### src/rtl/spc_pkg.sv
package spc_pkg;
  // register addresses (8-bit register space)
  localparam logic [7:0] ADDR_PORT_CFG = 8'h00;
  localparam logic [7:0] ADDR_PLL_A = 8'h04;
  localparam logic [7:0] ADDR_DIV4_CYC = 8'h52;
  localparam logic [7:0] ADDR_DIV4_PHASE = 8'h53;
  localparam logic [7:0] ADDR_FUNC_SYNC = 8'h58;
  localparam logic [7:0] ADDR_UPDATE = 8'h5A;
  // port configuration fields
  localparam int CFG_LONG_INSTR_BIT = 4;
  localparam int CFG_SOFT_RESET_BIT = 5;
  localparam int CFG_LSB_FIRST_BIT = 6;
  localparam int CFG_THREE_WIRE_BIT = 7;
  localparam int UPDATE_BIT = 0;
  localparam int PLL_A_WIDTH = 6;
  // reset values
  localparam logic [7:0] RST_PORT_CFG = 8'h10;
  localparam logic [7:0] RST_PLL_A = 8'h00;
  localparam logic [7:0] RST_DIV4_CYC = 8'h11;
  localparam logic [7:0] RST_DIV4_PHASE = 8'h00;
  localparam logic [7:0] RST_FUNC_SYNC = 8'h00;
  // instruction framing
  localparam int INSTR_SHORT_BITS = 8;
  localparam int INSTR_LONG_BITS = 16;
  localparam int DATA_BITS = 8;

  // active configuration handed to the rest of the chip
  typedef struct packed {
    logic [PLL_A_WIDTH-1:0] pll_a;
    logic [7:0] div4_cycles;
    logic [7:0] div4_phase;
    logic [7:0] func_sync;
  } spc_cfg_t;

  // port configuration fields seen by the shifter
  typedef struct packed {
    logic three_wire;
    logic lsb_first;
    logic long_instr;
  } spc_mode_t;
endpackage

### src/rtl/spc_shifter.sv
// serial framing: instruction phase then one data byte per address
module spc_shifter
  import spc_pkg::*;
(
  input wire logic mclk, // system clock
  input wire logic rst, // sync reset, active high
  input wire logic cs_n, // frame select, active low
  input wire logic sclk_rise, // one-cycle pulse at serial clock rise
  input wire logic sclk_fall, // one-cycle pulse at serial clock fall
  input wire logic sdio_in, // serial data in
  input wire spc_mode_t mode, // current port configuration
  input wire logic [7:0] rd_data, // read data for current address
  output logic wr_stb, // one-cycle write strobe
  output logic [7:0] wr_addr, // address of write
  output logic [7:0] wr_data, // byte to write
  output logic [7:0] rd_addr, // address being read
  output logic rd_phase, // high while shifting read data
  output logic out_bit // bit to drive out
);
  typedef enum {SH_INSTR, SH_DATA} spc_sh_t;
  spc_sh_t st_q, st_d;
  logic [15:0] sh_q, sh_d;
  logic [4:0] cnt_q, cnt_d;
  logic rd_q, rd_d;
  logic [7:0] addr_q, addr_d;
  logic [7:0] tx_q, tx_d;
  logic stb_d, stb_q;
  logic [7:0] wd_q, wd_d;
  logic [7:0] rx_byte;
  logic [4:0] ilen;

  assign ilen = mode.long_instr ? 5'(INSTR_LONG_BITS) : 5'(INSTR_SHORT_BITS);
  // bit order applies to the data byte in both directions
  always_comb begin
    rx_byte = sh_q[7:0];
    if (mode.lsb_first) begin
      for (int i = 0; i < 8; i++) rx_byte[i] = sh_q[7-i];
    end
  end

  // framing state: address auto-increments after each written byte
  always_comb begin
    st_d = st_q;
    sh_d = sh_q;
    cnt_d = cnt_q;
    rd_d = rd_q;
    addr_d = addr_q;
    tx_d = tx_q;
    stb_d = 1'b0;
    wd_d = wd_q;
    if (cs_n) begin
      st_d = SH_INSTR;
      cnt_d = '0;
      sh_d = '0;
    end else if (sclk_rise) begin
      sh_d = {sh_q[14:0], sdio_in};
      cnt_d = cnt_q + 5'd1;
      if (st_q == SH_INSTR && cnt_q + 5'd1 == ilen) begin
        rd_d = mode.long_instr ? sh_q[14] : sh_q[6];
        // short form keeps the read flag out of the 7-bit address
        addr_d = mode.long_instr ? {sh_q[6:0], sdio_in}
                                 : {1'b0, sh_q[5:0], sdio_in};
        st_d = SH_DATA;
        cnt_d = '0;
      end else if (st_q == SH_DATA && cnt_q == 5'(DATA_BITS - 1)) begin
        cnt_d = '0;
        if (!rd_q) begin
          stb_d = 1'b1;
          wd_d = mode.lsb_first ? {sdio_in, rx_byte[7:1]}
                                : {sh_q[6:0], sdio_in};
        end
      end
    end
    // capture at the first data rise, shift on the falls after it;
    // the fall ahead of the first data rise must not move the bit
    if (!cs_n && st_q == SH_DATA && rd_q) begin
      if (sclk_rise && cnt_q == '0) begin
        tx_d = rd_data;
      end else if (sclk_fall && cnt_q != '0) begin
        tx_d = mode.lsb_first ? {1'b0, tx_q[7:1]} : {tx_q[6:0], 1'b0};
      end
    end
    if (stb_q) addr_d = addr_q + 8'd1;
  end

  always_ff @(posedge mclk) begin
    if (rst) begin
      st_q <= SH_INSTR;
      sh_q <= '0;
      cnt_q <= '0;
      rd_q <= 1'b0;
      addr_q <= '0;
      tx_q <= '0;
      stb_q <= 1'b0;
      wd_q <= '0;
    end else begin
      st_q <= st_d;
      sh_q <= sh_d;
      cnt_q <= cnt_d;
      rd_q <= rd_d;
      addr_q <= addr_d;
      tx_q <= tx_d;
      stb_q <= stb_d;
      wd_q <= wd_d;
    end
  end

  assign wr_stb = stb_q;
  assign wr_addr = addr_q;
  assign wr_data = wd_q;
  assign rd_addr = addr_q;
  assign rd_phase = (st_q == SH_DATA) && rd_q && !cs_n;
  // until the first data rise the first bit comes straight from rd_data
  assign out_bit = (cnt_q == '0) ?
                   (mode.lsb_first ? rd_data[0] : rd_data[7]) :
                   (mode.lsb_first ? tx_q[0] : tx_q[7]);
endmodule

### src/rtl/spc_regs.sv
// Summary of operation
// - A port configuration write acts at once, without the update strobe.
// - Bit 4 at 00 set (default) selects a 16-bit instruction, clear 8 bits.
// - Writing one to bit 5 at 00 restores every other register's default.
// - Bit 6 at 00 shifts data LSB first when set, MSB first by default.
// - Bit 7 at 00 releases the serial output pin, reading on the data pin.
// - The PLL A counter is six bits in 5:0 at address 04, upper bits unused.
module spc_regs
  import spc_pkg::*;
(
  input wire logic mclk, // system clock
  input wire logic rst, // sync reset, active high
  input wire logic cs_n, // frame select, active low
  input wire logic sclk, // serial clock, sampled on mclk
  input wire logic sdio_in, // bidirectional data pin, input side
  output logic sdio_out, // bidirectional data pin, output side
  output logic sdio_oe, // bidirectional data pin drive enable
  output logic serial_output_pin, // dedicated serial output
  output logic serial_output_oe, // dedicated output drive enable
  output spc_cfg_t active_cfg // configuration in force
);
  logic sclk_q;
  logic sclk_rise, sclk_fall;
  logic [7:0] port_cfg_q, port_cfg_d;
  logic [7:0] st_pll_a_q, st_pll_a_d;
  logic [7:0] st_cyc_q, st_cyc_d;
  logic [7:0] st_ph_q, st_ph_d;
  logic [7:0] st_fs_q, st_fs_d;
  spc_cfg_t act_q, act_d;
  spc_mode_t mode;
  logic wr_stb, rd_phase, out_bit;
  logic [7:0] wr_addr, wr_data, rd_addr;
  logic [7:0] rd_data;

  // serial clock edge pulses; input is treated as synchronous
  always_ff @(posedge mclk) begin
    if (rst) sclk_q <= 1'b0;
    else sclk_q <= sclk;
  end
  assign sclk_rise = sclk & ~sclk_q;
  assign sclk_fall = ~sclk & sclk_q;

  assign mode.long_instr = port_cfg_q[CFG_LONG_INSTR_BIT];
  assign mode.lsb_first = port_cfg_q[CFG_LSB_FIRST_BIT];
  assign mode.three_wire = port_cfg_q[CFG_THREE_WIRE_BIT];

  spc_shifter u_shift (
    .mclk(mclk),
    .rst(rst),
    .cs_n(cs_n),
    .sclk_rise(sclk_rise),
    .sclk_fall(sclk_fall),
    .sdio_in(sdio_in),
    .mode(mode),
    .rd_data(rd_data),
    .wr_stb(wr_stb),
    .wr_addr(wr_addr),
    .wr_data(wr_data),
    .rd_addr(rd_addr),
    .rd_phase(rd_phase),
    .out_bit(out_bit)
  );

  // read mux shows staged copies; unused bits and addresses read zero
  always_comb begin
    case (rd_addr)
      ADDR_PORT_CFG: rd_data = {port_cfg_q[7:4], 4'h0};
      ADDR_PLL_A: rd_data = {2'b00, st_pll_a_q[PLL_A_WIDTH-1:0]};
      ADDR_DIV4_CYC: rd_data = st_cyc_q;
      ADDR_DIV4_PHASE: rd_data = st_ph_q;
      ADDR_FUNC_SYNC: rd_data = {1'b0, st_fs_q[6:0]};
      default: rd_data = 8'h00;
    endcase
  end

  // register writes, soft reset and update transfer
  always_comb begin
    port_cfg_d = port_cfg_q;
    st_pll_a_d = st_pll_a_q;
    st_cyc_d = st_cyc_q;
    st_ph_d = st_ph_q;
    st_fs_d = st_fs_q;
    act_d = act_q;
    if (wr_stb) begin
      case (wr_addr)
        // soft reset bit is not kept, it acts and clears itself
        ADDR_PORT_CFG: begin
          port_cfg_d = {wr_data[7:6], 1'b0, wr_data[4], 4'h0};
        end
        ADDR_PLL_A: st_pll_a_d = {2'b00, wr_data[PLL_A_WIDTH-1:0]};
        ADDR_DIV4_CYC: st_cyc_d = wr_data;
        ADDR_DIV4_PHASE: st_ph_d = wr_data;
        ADDR_FUNC_SYNC: st_fs_d = {1'b0, wr_data[6:0]};
        ADDR_UPDATE: begin
          if (wr_data[UPDATE_BIT]) begin
            act_d.pll_a = st_pll_a_q[PLL_A_WIDTH-1:0];
            act_d.div4_cycles = st_cyc_q;
            act_d.div4_phase = st_ph_q;
            act_d.func_sync = st_fs_q;
          end
        end
        default: ;
      endcase
      // defaults everywhere except the port configuration itself
      if (wr_addr == ADDR_PORT_CFG && wr_data[CFG_SOFT_RESET_BIT]) begin
        st_pll_a_d = RST_PLL_A;
        st_cyc_d = RST_DIV4_CYC;
        st_ph_d = RST_DIV4_PHASE;
        st_fs_d = RST_FUNC_SYNC;
        act_d.pll_a = RST_PLL_A[PLL_A_WIDTH-1:0];
        act_d.div4_cycles = RST_DIV4_CYC;
        act_d.div4_phase = RST_DIV4_PHASE;
        act_d.func_sync = RST_FUNC_SYNC;
      end
    end
  end

  always_ff @(posedge mclk) begin
    if (rst) begin
      port_cfg_q <= RST_PORT_CFG;
      st_pll_a_q <= RST_PLL_A;
      st_cyc_q <= RST_DIV4_CYC;
      st_ph_q <= RST_DIV4_PHASE;
      st_fs_q <= RST_FUNC_SYNC;
      act_q <= '{pll_a: RST_PLL_A[PLL_A_WIDTH-1:0],
                 div4_cycles: RST_DIV4_CYC,
                 div4_phase: RST_DIV4_PHASE,
                 func_sync: RST_FUNC_SYNC};
    end else begin
      port_cfg_q <= port_cfg_d;
      st_pll_a_q <= st_pll_a_d;
      st_cyc_q <= st_cyc_d;
      st_ph_q <= st_ph_d;
      st_fs_q <= st_fs_d;
      act_q <= act_d;
    end
  end

  // pin steering: three-wire returns data on the bidirectional pin
  assign sdio_out = out_bit;
  assign sdio_oe = rd_phase & mode.three_wire;
  assign serial_output_pin = out_bit;
  assign serial_output_oe = rd_phase & ~mode.three_wire;
  assign active_cfg = act_q;
endmodule

### config.mk
export PLATFORM = sky130hd
export DESIGN_NAME = spc_regs
export DESIGN_NICKNAME = d
export VERILOG_FILES = /design/src/rtl/spc_pkg.sv /design/src/rtl/spc_shifter.sv /design/src/rtl/spc_regs.sv
export SDC_FILE = /design/constraint.sdc
export NUM_CORES = 1
export LEC_CHECK = 0
export BUFFER_PORTS_ARGS = -buffer_cell sky130_fd_sc_hd__buf_2
export CORE_MARGIN = 4
export CORE_UTILIZATION = 27
export DETAILED_ROUTE_END_ITERATION = 8
export PLACE_DENSITY = 0.54
export SLEW_MARGIN = 20
export SYNTH_ARGS = -nofsm -noshare
export SYNTH_HDL_FRONTEND = slang
export SYNTH_SLANG_ARGS = --single-unit
### constraint.sdc
create_clock -name mclk -period 3.5 [get_ports mclk]
set_input_delay 0.35 -clock mclk [delete_from_list [all_inputs] [get_ports mclk]]
set_output_delay 0.35 -clock mclk [all_outputs]
set_load 0.05 [all_outputs]
==> impl_metrics.ini, run 1 <==
[cells_and_area]
nFillCells = 2023
syn2layout_area_growth_pct = 11.7
insertedDiodeCount = 0
fin_cells = 853
drive_gt1_share_pct = 12.8
finish.utilization_pct = 30.7
nNetsFinal = 625
design_area_mm2 = 0.00576

[cts]
insertion_delay_ns = 0.35
cts_setup_buffers = 0
cts_tree = yes
clock_sinks = 109
cts-buffers-inserted = 9
h-tree-depth = 3
path_clk_slew_ns = 0.07
cts_hold_buf = 0
root_buffer = clkbuf_16
clockBufferDepth = 2
cts_resized = 0

[synth]
netlist_area_mm2 = 0.00515
synthDistinctLibCells = 64
syn_avg_cell_area_um2 = 8.53
synth_edf_count = 0
synth_fp_nets = 615
yosysSeqAreaShare_pct = 42.3
async_flop_share_pct = 0
ys_warn_count = 0
syn-instance-count = 604
synth_flop_cell = dfxtp_1
ys_ff_latch = 109

[hold_path]
hold_path.class = input pin to register
min_from = sdio_in
holdPathStages = 3
whs_endpoint = u_shift.sh_q[0]

[drt]
drt_pre_antenna_iters = 4
drtIter0Drc = 249
totalWireLength_um = 12300
drc = 0
via_per_inst = 4.81
antenna_left = 0
vias = 4100
post_drt_wl_per_cell_um = 14.4

[timing]
relSlewSlack_pct = 46.2
setup_viol = 0
hold_viol = 0
max_freq_ghz = 0.346
skew_ns = 0.00817
rsz0062_at_grt = false
final.period_utilization_pct = 82.5
finalCriticalPeriod_ns = 2.89
setup_tns_ns = 0
final_max_slew_viol_count = 0
tightest_slew_ns = 0.805

[worst_setup_path]
r2r-end = active_cfg[20]
path_class = register to output port
reg2regPathDepth = 9
r2r_slack_ns = 1.10
critPathMaxFanout = 9
cpMaxStageDelayCell = dfxtp_1
cpPeakStageDelay_ns = 0.39
path_delay_family = simple AND/OR/NAND/NOR gates
critical_path_buf_inv_count = 1
path_common_cell = a21oi_1
start_kind = register
r2r-start = u_shift.rd_addr[0]
crit_required_ns = 3.15
worstPathCellList = nor4_4 > and2_1 > a21oi_1 > nor3_1 > mux2i_1 > a21oi_1 > buf_2
crit_arrival_ns = 2.54
endpoint_kind = output port

[pwr]
power.density_mw_per_mm2 = 408
ir_drop_mv = 0.173
p_leak_nw = 1.91

[global_route]
grt.total_usage_pct = 11.7
grt_max_degree = 51
antenna_found_initial = 0
grt-ovfl-total = 0
grt_pass1_wl_um = 20600
grt_pass1_vias = 3869

[die]
start_util_pct = 27.5
io_pins = 39
die_h_um = 146
die_x_um = 146
num_rows = 50
die-area_mm2 = 0.0214
coreArea_mm2 = 0.0188

[outcome]
status = finished, final reports clean

[run]
drv_cap = 0

[place]
placed_cell_area_mm2 = 0.00545
gp_congestion = 0.816
dp.cells = 837
port_buffers = 37
hpwl_um = 8670
==> power breakdown <==
group / total [mW] / internal, mW / switching (mW)
combinational: 0.0645 / 0.0135 / 0.0510
sequential: 1.24 / 1.24 / 0.00223
clock: 1.04 / 0.576 / 0.466
==> sequential cells by signal, summed over array words and instances, names as in the netlist, 3 cells and up <==
name / flops
port_cfg_q: 3
st_fs_q: 7
st_pll_a_q: 6
u_shift.wr_data: 8
active_cfg: 29
u_shift.sh_q: 15
u_shift.tx_q: 8
st_cyc_q: 8
st_ph_q: 8
u_shift.cnt_q: 5
u_shift.rd_addr: 8
==> per-layer routing <==
layer  wire [um]  global-route usage (%)
met5           0                       0
met4         222                    4.19
met3         379                    2.30
met2        5670                    18.6
met1        6040                    15.9
==> per-stage QoR <==
step / setup slack, ns / power [mW] / hold slack, ns
6_report: 0.611 / 2.35 / 0.282
5_1_grt: 0.372 / 2.44 / 0.291
4_1_cts: 0.545 / 2.38 / 0.277
3_5_place_dp: 0.933 / 1.34 / 0.441
3_3_place_gp: 0.974 / 1.34 / 0.437
2_1_floorplan: 0.625 / 1.32 / 0.432
==> worst max path at each step <==
stage                            start                end  slack, ns  cells after the start
CTS                 u_shift.rd_addr[4]           sdio_out       0.54                      7
detailed placement  u_shift.rd_addr[4]           sdio_out       0.93                      7
finish              u_shift.rd_addr[4]           sdio_out       0.61                      7
floorplan           u_shift.rd_addr[0]  serial_output_pin       0.63                     10
global placement    u_shift.rd_addr[4]  serial_output_pin       0.97                      7
global route        u_shift.rd_addr[4]           sdio_out       0.37                      7
==> layout make-up <==
| cell class | instances | area [um^2] | area share, % |
|---|---|---|---|
| clock buffers | 11 | 243 | 4.22 |
| clock inverters | 5 | 58.8 | 1.02 |
| inverters | 12 | 45.0 | 0.783 |
| multi-input cells | 439 | 2700 | 47.0 |
| flip-flops and latches | 109 | 2180 | 37.9 |
| well taps | 234 | 293 | 5.09 |
| repair buffers | 43 | 230 | 4.00 |
==> Yosys cell counts, types with 3 or more instances <==
master | instances | area [um^2]
o21a_1 | 3 | 22.5
buf_4 | 6 | 45.0
o21ai_0 | 13 | 65.1
mux2i_1 | 46 | 460
ha_1 | 6 | 75.1
nand3b_1 | 8 | 60.1
nand2_1 | 80 | 300
nor3b_1 | 3 | 22.5
nor2_1 | 65 | 244
a22oi_1 | 7 | 52.6
dfxtp_1 | 109 | 2180
nand2b_1 | 3 | 18.8
a31oi_1 | 5 | 31.3
a21oi_1 | 56 | 280
nor3_1 | 13 | 65.1
a211oi_1 | 16 | 120
nor2b_1 | 13 | 81.3
a22o_1 | 5 | 43.8
nand3_1 | 35 | 175
and3_1 | 3 | 18.8
clkbuf_1 | 30 | 113
inv_1 | 12 | 45.0
buf_6 | 4 | 45.0
and2_1 | 4 | 25.0
or3b_1 | 3 | 26.3
xnor2_1 | 3 | 26.3
buf_2 | 4 | 20.0
or3_1 | 3 | 18.8
==> kinds of logic after synthesis <==
logic type                 Yosys count  share of synthesized area, %
adders and majority gates            6                          1.46
and+or+nand+nor                    251                          24.3
xor gates and xnor gates             5                         0.850
DFF                                109                          42.3
muxes                               47                          9.15
other                                1                        0.0728
buffers and inverters               56                          5.20
AOI/OAI and AO/OA                  129                          16.6
==> cell usage in the layout, fill, tap and decap left out, types with 4 or more instances in the layout <==
cell       count
dfxtp_1      109
nand2_1       80
nor2_1        65
a21oi_1       56
mux2i_1       46
buf_2         37
nand3_1       35
a211oi_1      16
nor3_1        13
o21ai_0       13
nor2b_1       13
inv_1         12
clkbuf_16      9
nand3b_1       8
a22oi_1        7
ha_1           6
buf_4          6
a22o_1         5
a31oi_1        5
and2_1         4
==> worst min-delay path, delay by kind of cell <==
kind	cells	cell delay [ns]
AOI/OAI and AO/OA	1	0.05
buffers and inverters	1	0.13
and+or+nand+nor	1	0.06
No activity file was read; power rests on OpenSTA's default activity.
==> run 2: changes to the inputs <==
- PLACE_DENSITY: 0.54 -> 0.56
- clock period: 3.5 -> 2.6 ns (I/O delays scaled with it)
==> run 2 against run 1 <==
Net effect:
- non-clock buffer count up 11
- sequential cell count stayed put
- critical path depth up 1
- utilization up 0.98 points
- first-iteration DRC count grew 12%
- sequential share of layout area shrank 1.1 points
- via count grew 1.2%
- die area stayed put
- wire length is 2.5% higher
- largest cell class unchanged
==> impl_metrics.ini, run 2 (same netlist as run 1, synthesis figures left out) <==
[outcome]
status = finished, final reports clean

[worst_setup_path]
crit_required_ns = 2.34
start_kind = register
critPathMaxFanout = 9
endpoint_kind = output port
path_class = register to output port
crit_arrival_ns = 2.20

[cells_and_area]
insertedDiodeCount = 0
nNetsFinal = 636
drive_gt1_share_pct = 16.3
syn2layout_area_growth_pct = 15.2
most-common-layout-cells = 104 x dfxtp_1, 80 x nand2_1, 65 x nor2_1, 55 x a21oi_1, 46 x mux2i_1
largest_register_ffs = 29
final_common_cell = dfxtp_1
finish.utilization_pct = 31.6

[global_route]
grt_max_degree = 50
antenna_found_initial = 0
globalRouteMet1Util_pct = 16.2
met3_usage_pct = 2.55
grt.met2_usage_pct = 18.8
grt_pass1_vias = 3918
grt-ovfl-total = 0
grt.total_usage_pct = 11.9
top_usage_layer = met2
grt_pass1_wl_um = 20900

[timing]
finalCriticalPeriod_ns = 2.46
relSlewSlack_pct = 56.5
setup_tns_ns = 0
final.period_utilization_pct = 94.5
setup_viol = 0
rsz0062_at_grt = false
final_max_slew_viol_count = 0
skew_ns = 0.0115
max_freq_ghz = 0.407
hold_viol = 0
tightest_slew_ns = 0.652

[die]
num_rows = 50
die-area_mm2 = 0.0214
die_x_um = 146
die_h_um = 146
start_util_pct = 27.5
io_pins = 39
coreArea_mm2 = 0.0188

[place]
hpwl_um = 8920
port_buffers = 37
gp_congestion = 0.818

[drt]
post_drt_wl_per_cell_um = 14.6
totalWireLength_um = 12600
vias = 4148
drtIter0Drc = 279
drt_pre_antenna_iters = 4
drc = 0
via_per_inst = 4.80
antenna_left = 0

[cts]
insertion_delay_ns = 0.36
cts-buffers-inserted = 9
clockBufferDepth = 2
h-tree-depth = 3
path_clk_slew_ns = 0.08
root_buffer = clkbuf_16
cts_hold_buf = 0
clock_sinks = 109
cts_tree = yes

[pwr]
ir_drop_mv = 0.342
power.density_mw_per_mm2 = 572
power_mw = 3.40
p_leak_nw = 2.00

[run]
drv_cap = 0

[hold_path]
hold_path.class = input pin to register
run 2: cell type report:
cell class              count  area (um^2)
clock inverters             6          118
inverters                  12         45.0
multi-input cells         439         2730
fillers                  1992        12800
flip-flops and latches    109         2190
clock buffers              10          239
repair buffers             54          325
well taps                 234          293
run 2: per-layer routing:
metal | vias to the layer above | routed length, um
li1 | 2152 | -
met1 | 1936 | 6240
met2 | 47 | 5840
met3 | 13 | 310
met4 | 0 | 221
met5 | - | 0
run 2: path summary, 6_finish.rpt:
check / start / end / slack, ns / cells past startpoint
max reg2reg: u_shift.cnt_q[0] / u_shift.tx_q[4] / 0.49 / 7
min reg2reg: active_cfg[29] / active_cfg[29] / 0.45 / 2
min: sdio_in / u_shift.sh_q[0] / 0.18 / 3
max: u_shift.rd_addr[1] / serial_output_pin / 0.14 / 8
run 2: metrics by stage:
step	hold WS, ns	worst slack [ns]	instance area [um^2]	instances
3_3_place_gp	0.435	0.341	5540	848
6_report	0.182	0.144	5940	864
5_1_grt	0.197	0.0159	5940	864
3_5_place_dp	0.441	0.298	5540	848
2_1_floorplan	0.388	0.152	5160	604
4_1_cts	0.170	0.00566	5900	864
run 2: repair_timing:
action	4_1_cts	5_1_grt
setup buffers	0	0
endpoints found under the setup margin	2	2
resized for setup	2	16
run 2: critical path: stages, from the launching register on:
cell and delay, ns:
dfxtp_2 0.39, inv_1 0.06, ha_2 0.20, and2_2 0.26, a32o_1 0.21, a22o_1 0.23
mux2i_1 0.18, a21oi_2 0.11, buf_6 0.18
run 2: where the power goes:
| part | switching (mW) | internal, mW | total (mW) |
|---|---|---|---|
| clock | 0.655 | 0.979 | 1.63 |
| sequential | 0.00293 | 1.67 | 1.67 |
| combinational | 0.0691 | 0.0231 | 0.0922 |
| total | 0.727 | 2.67 | 3.40 |
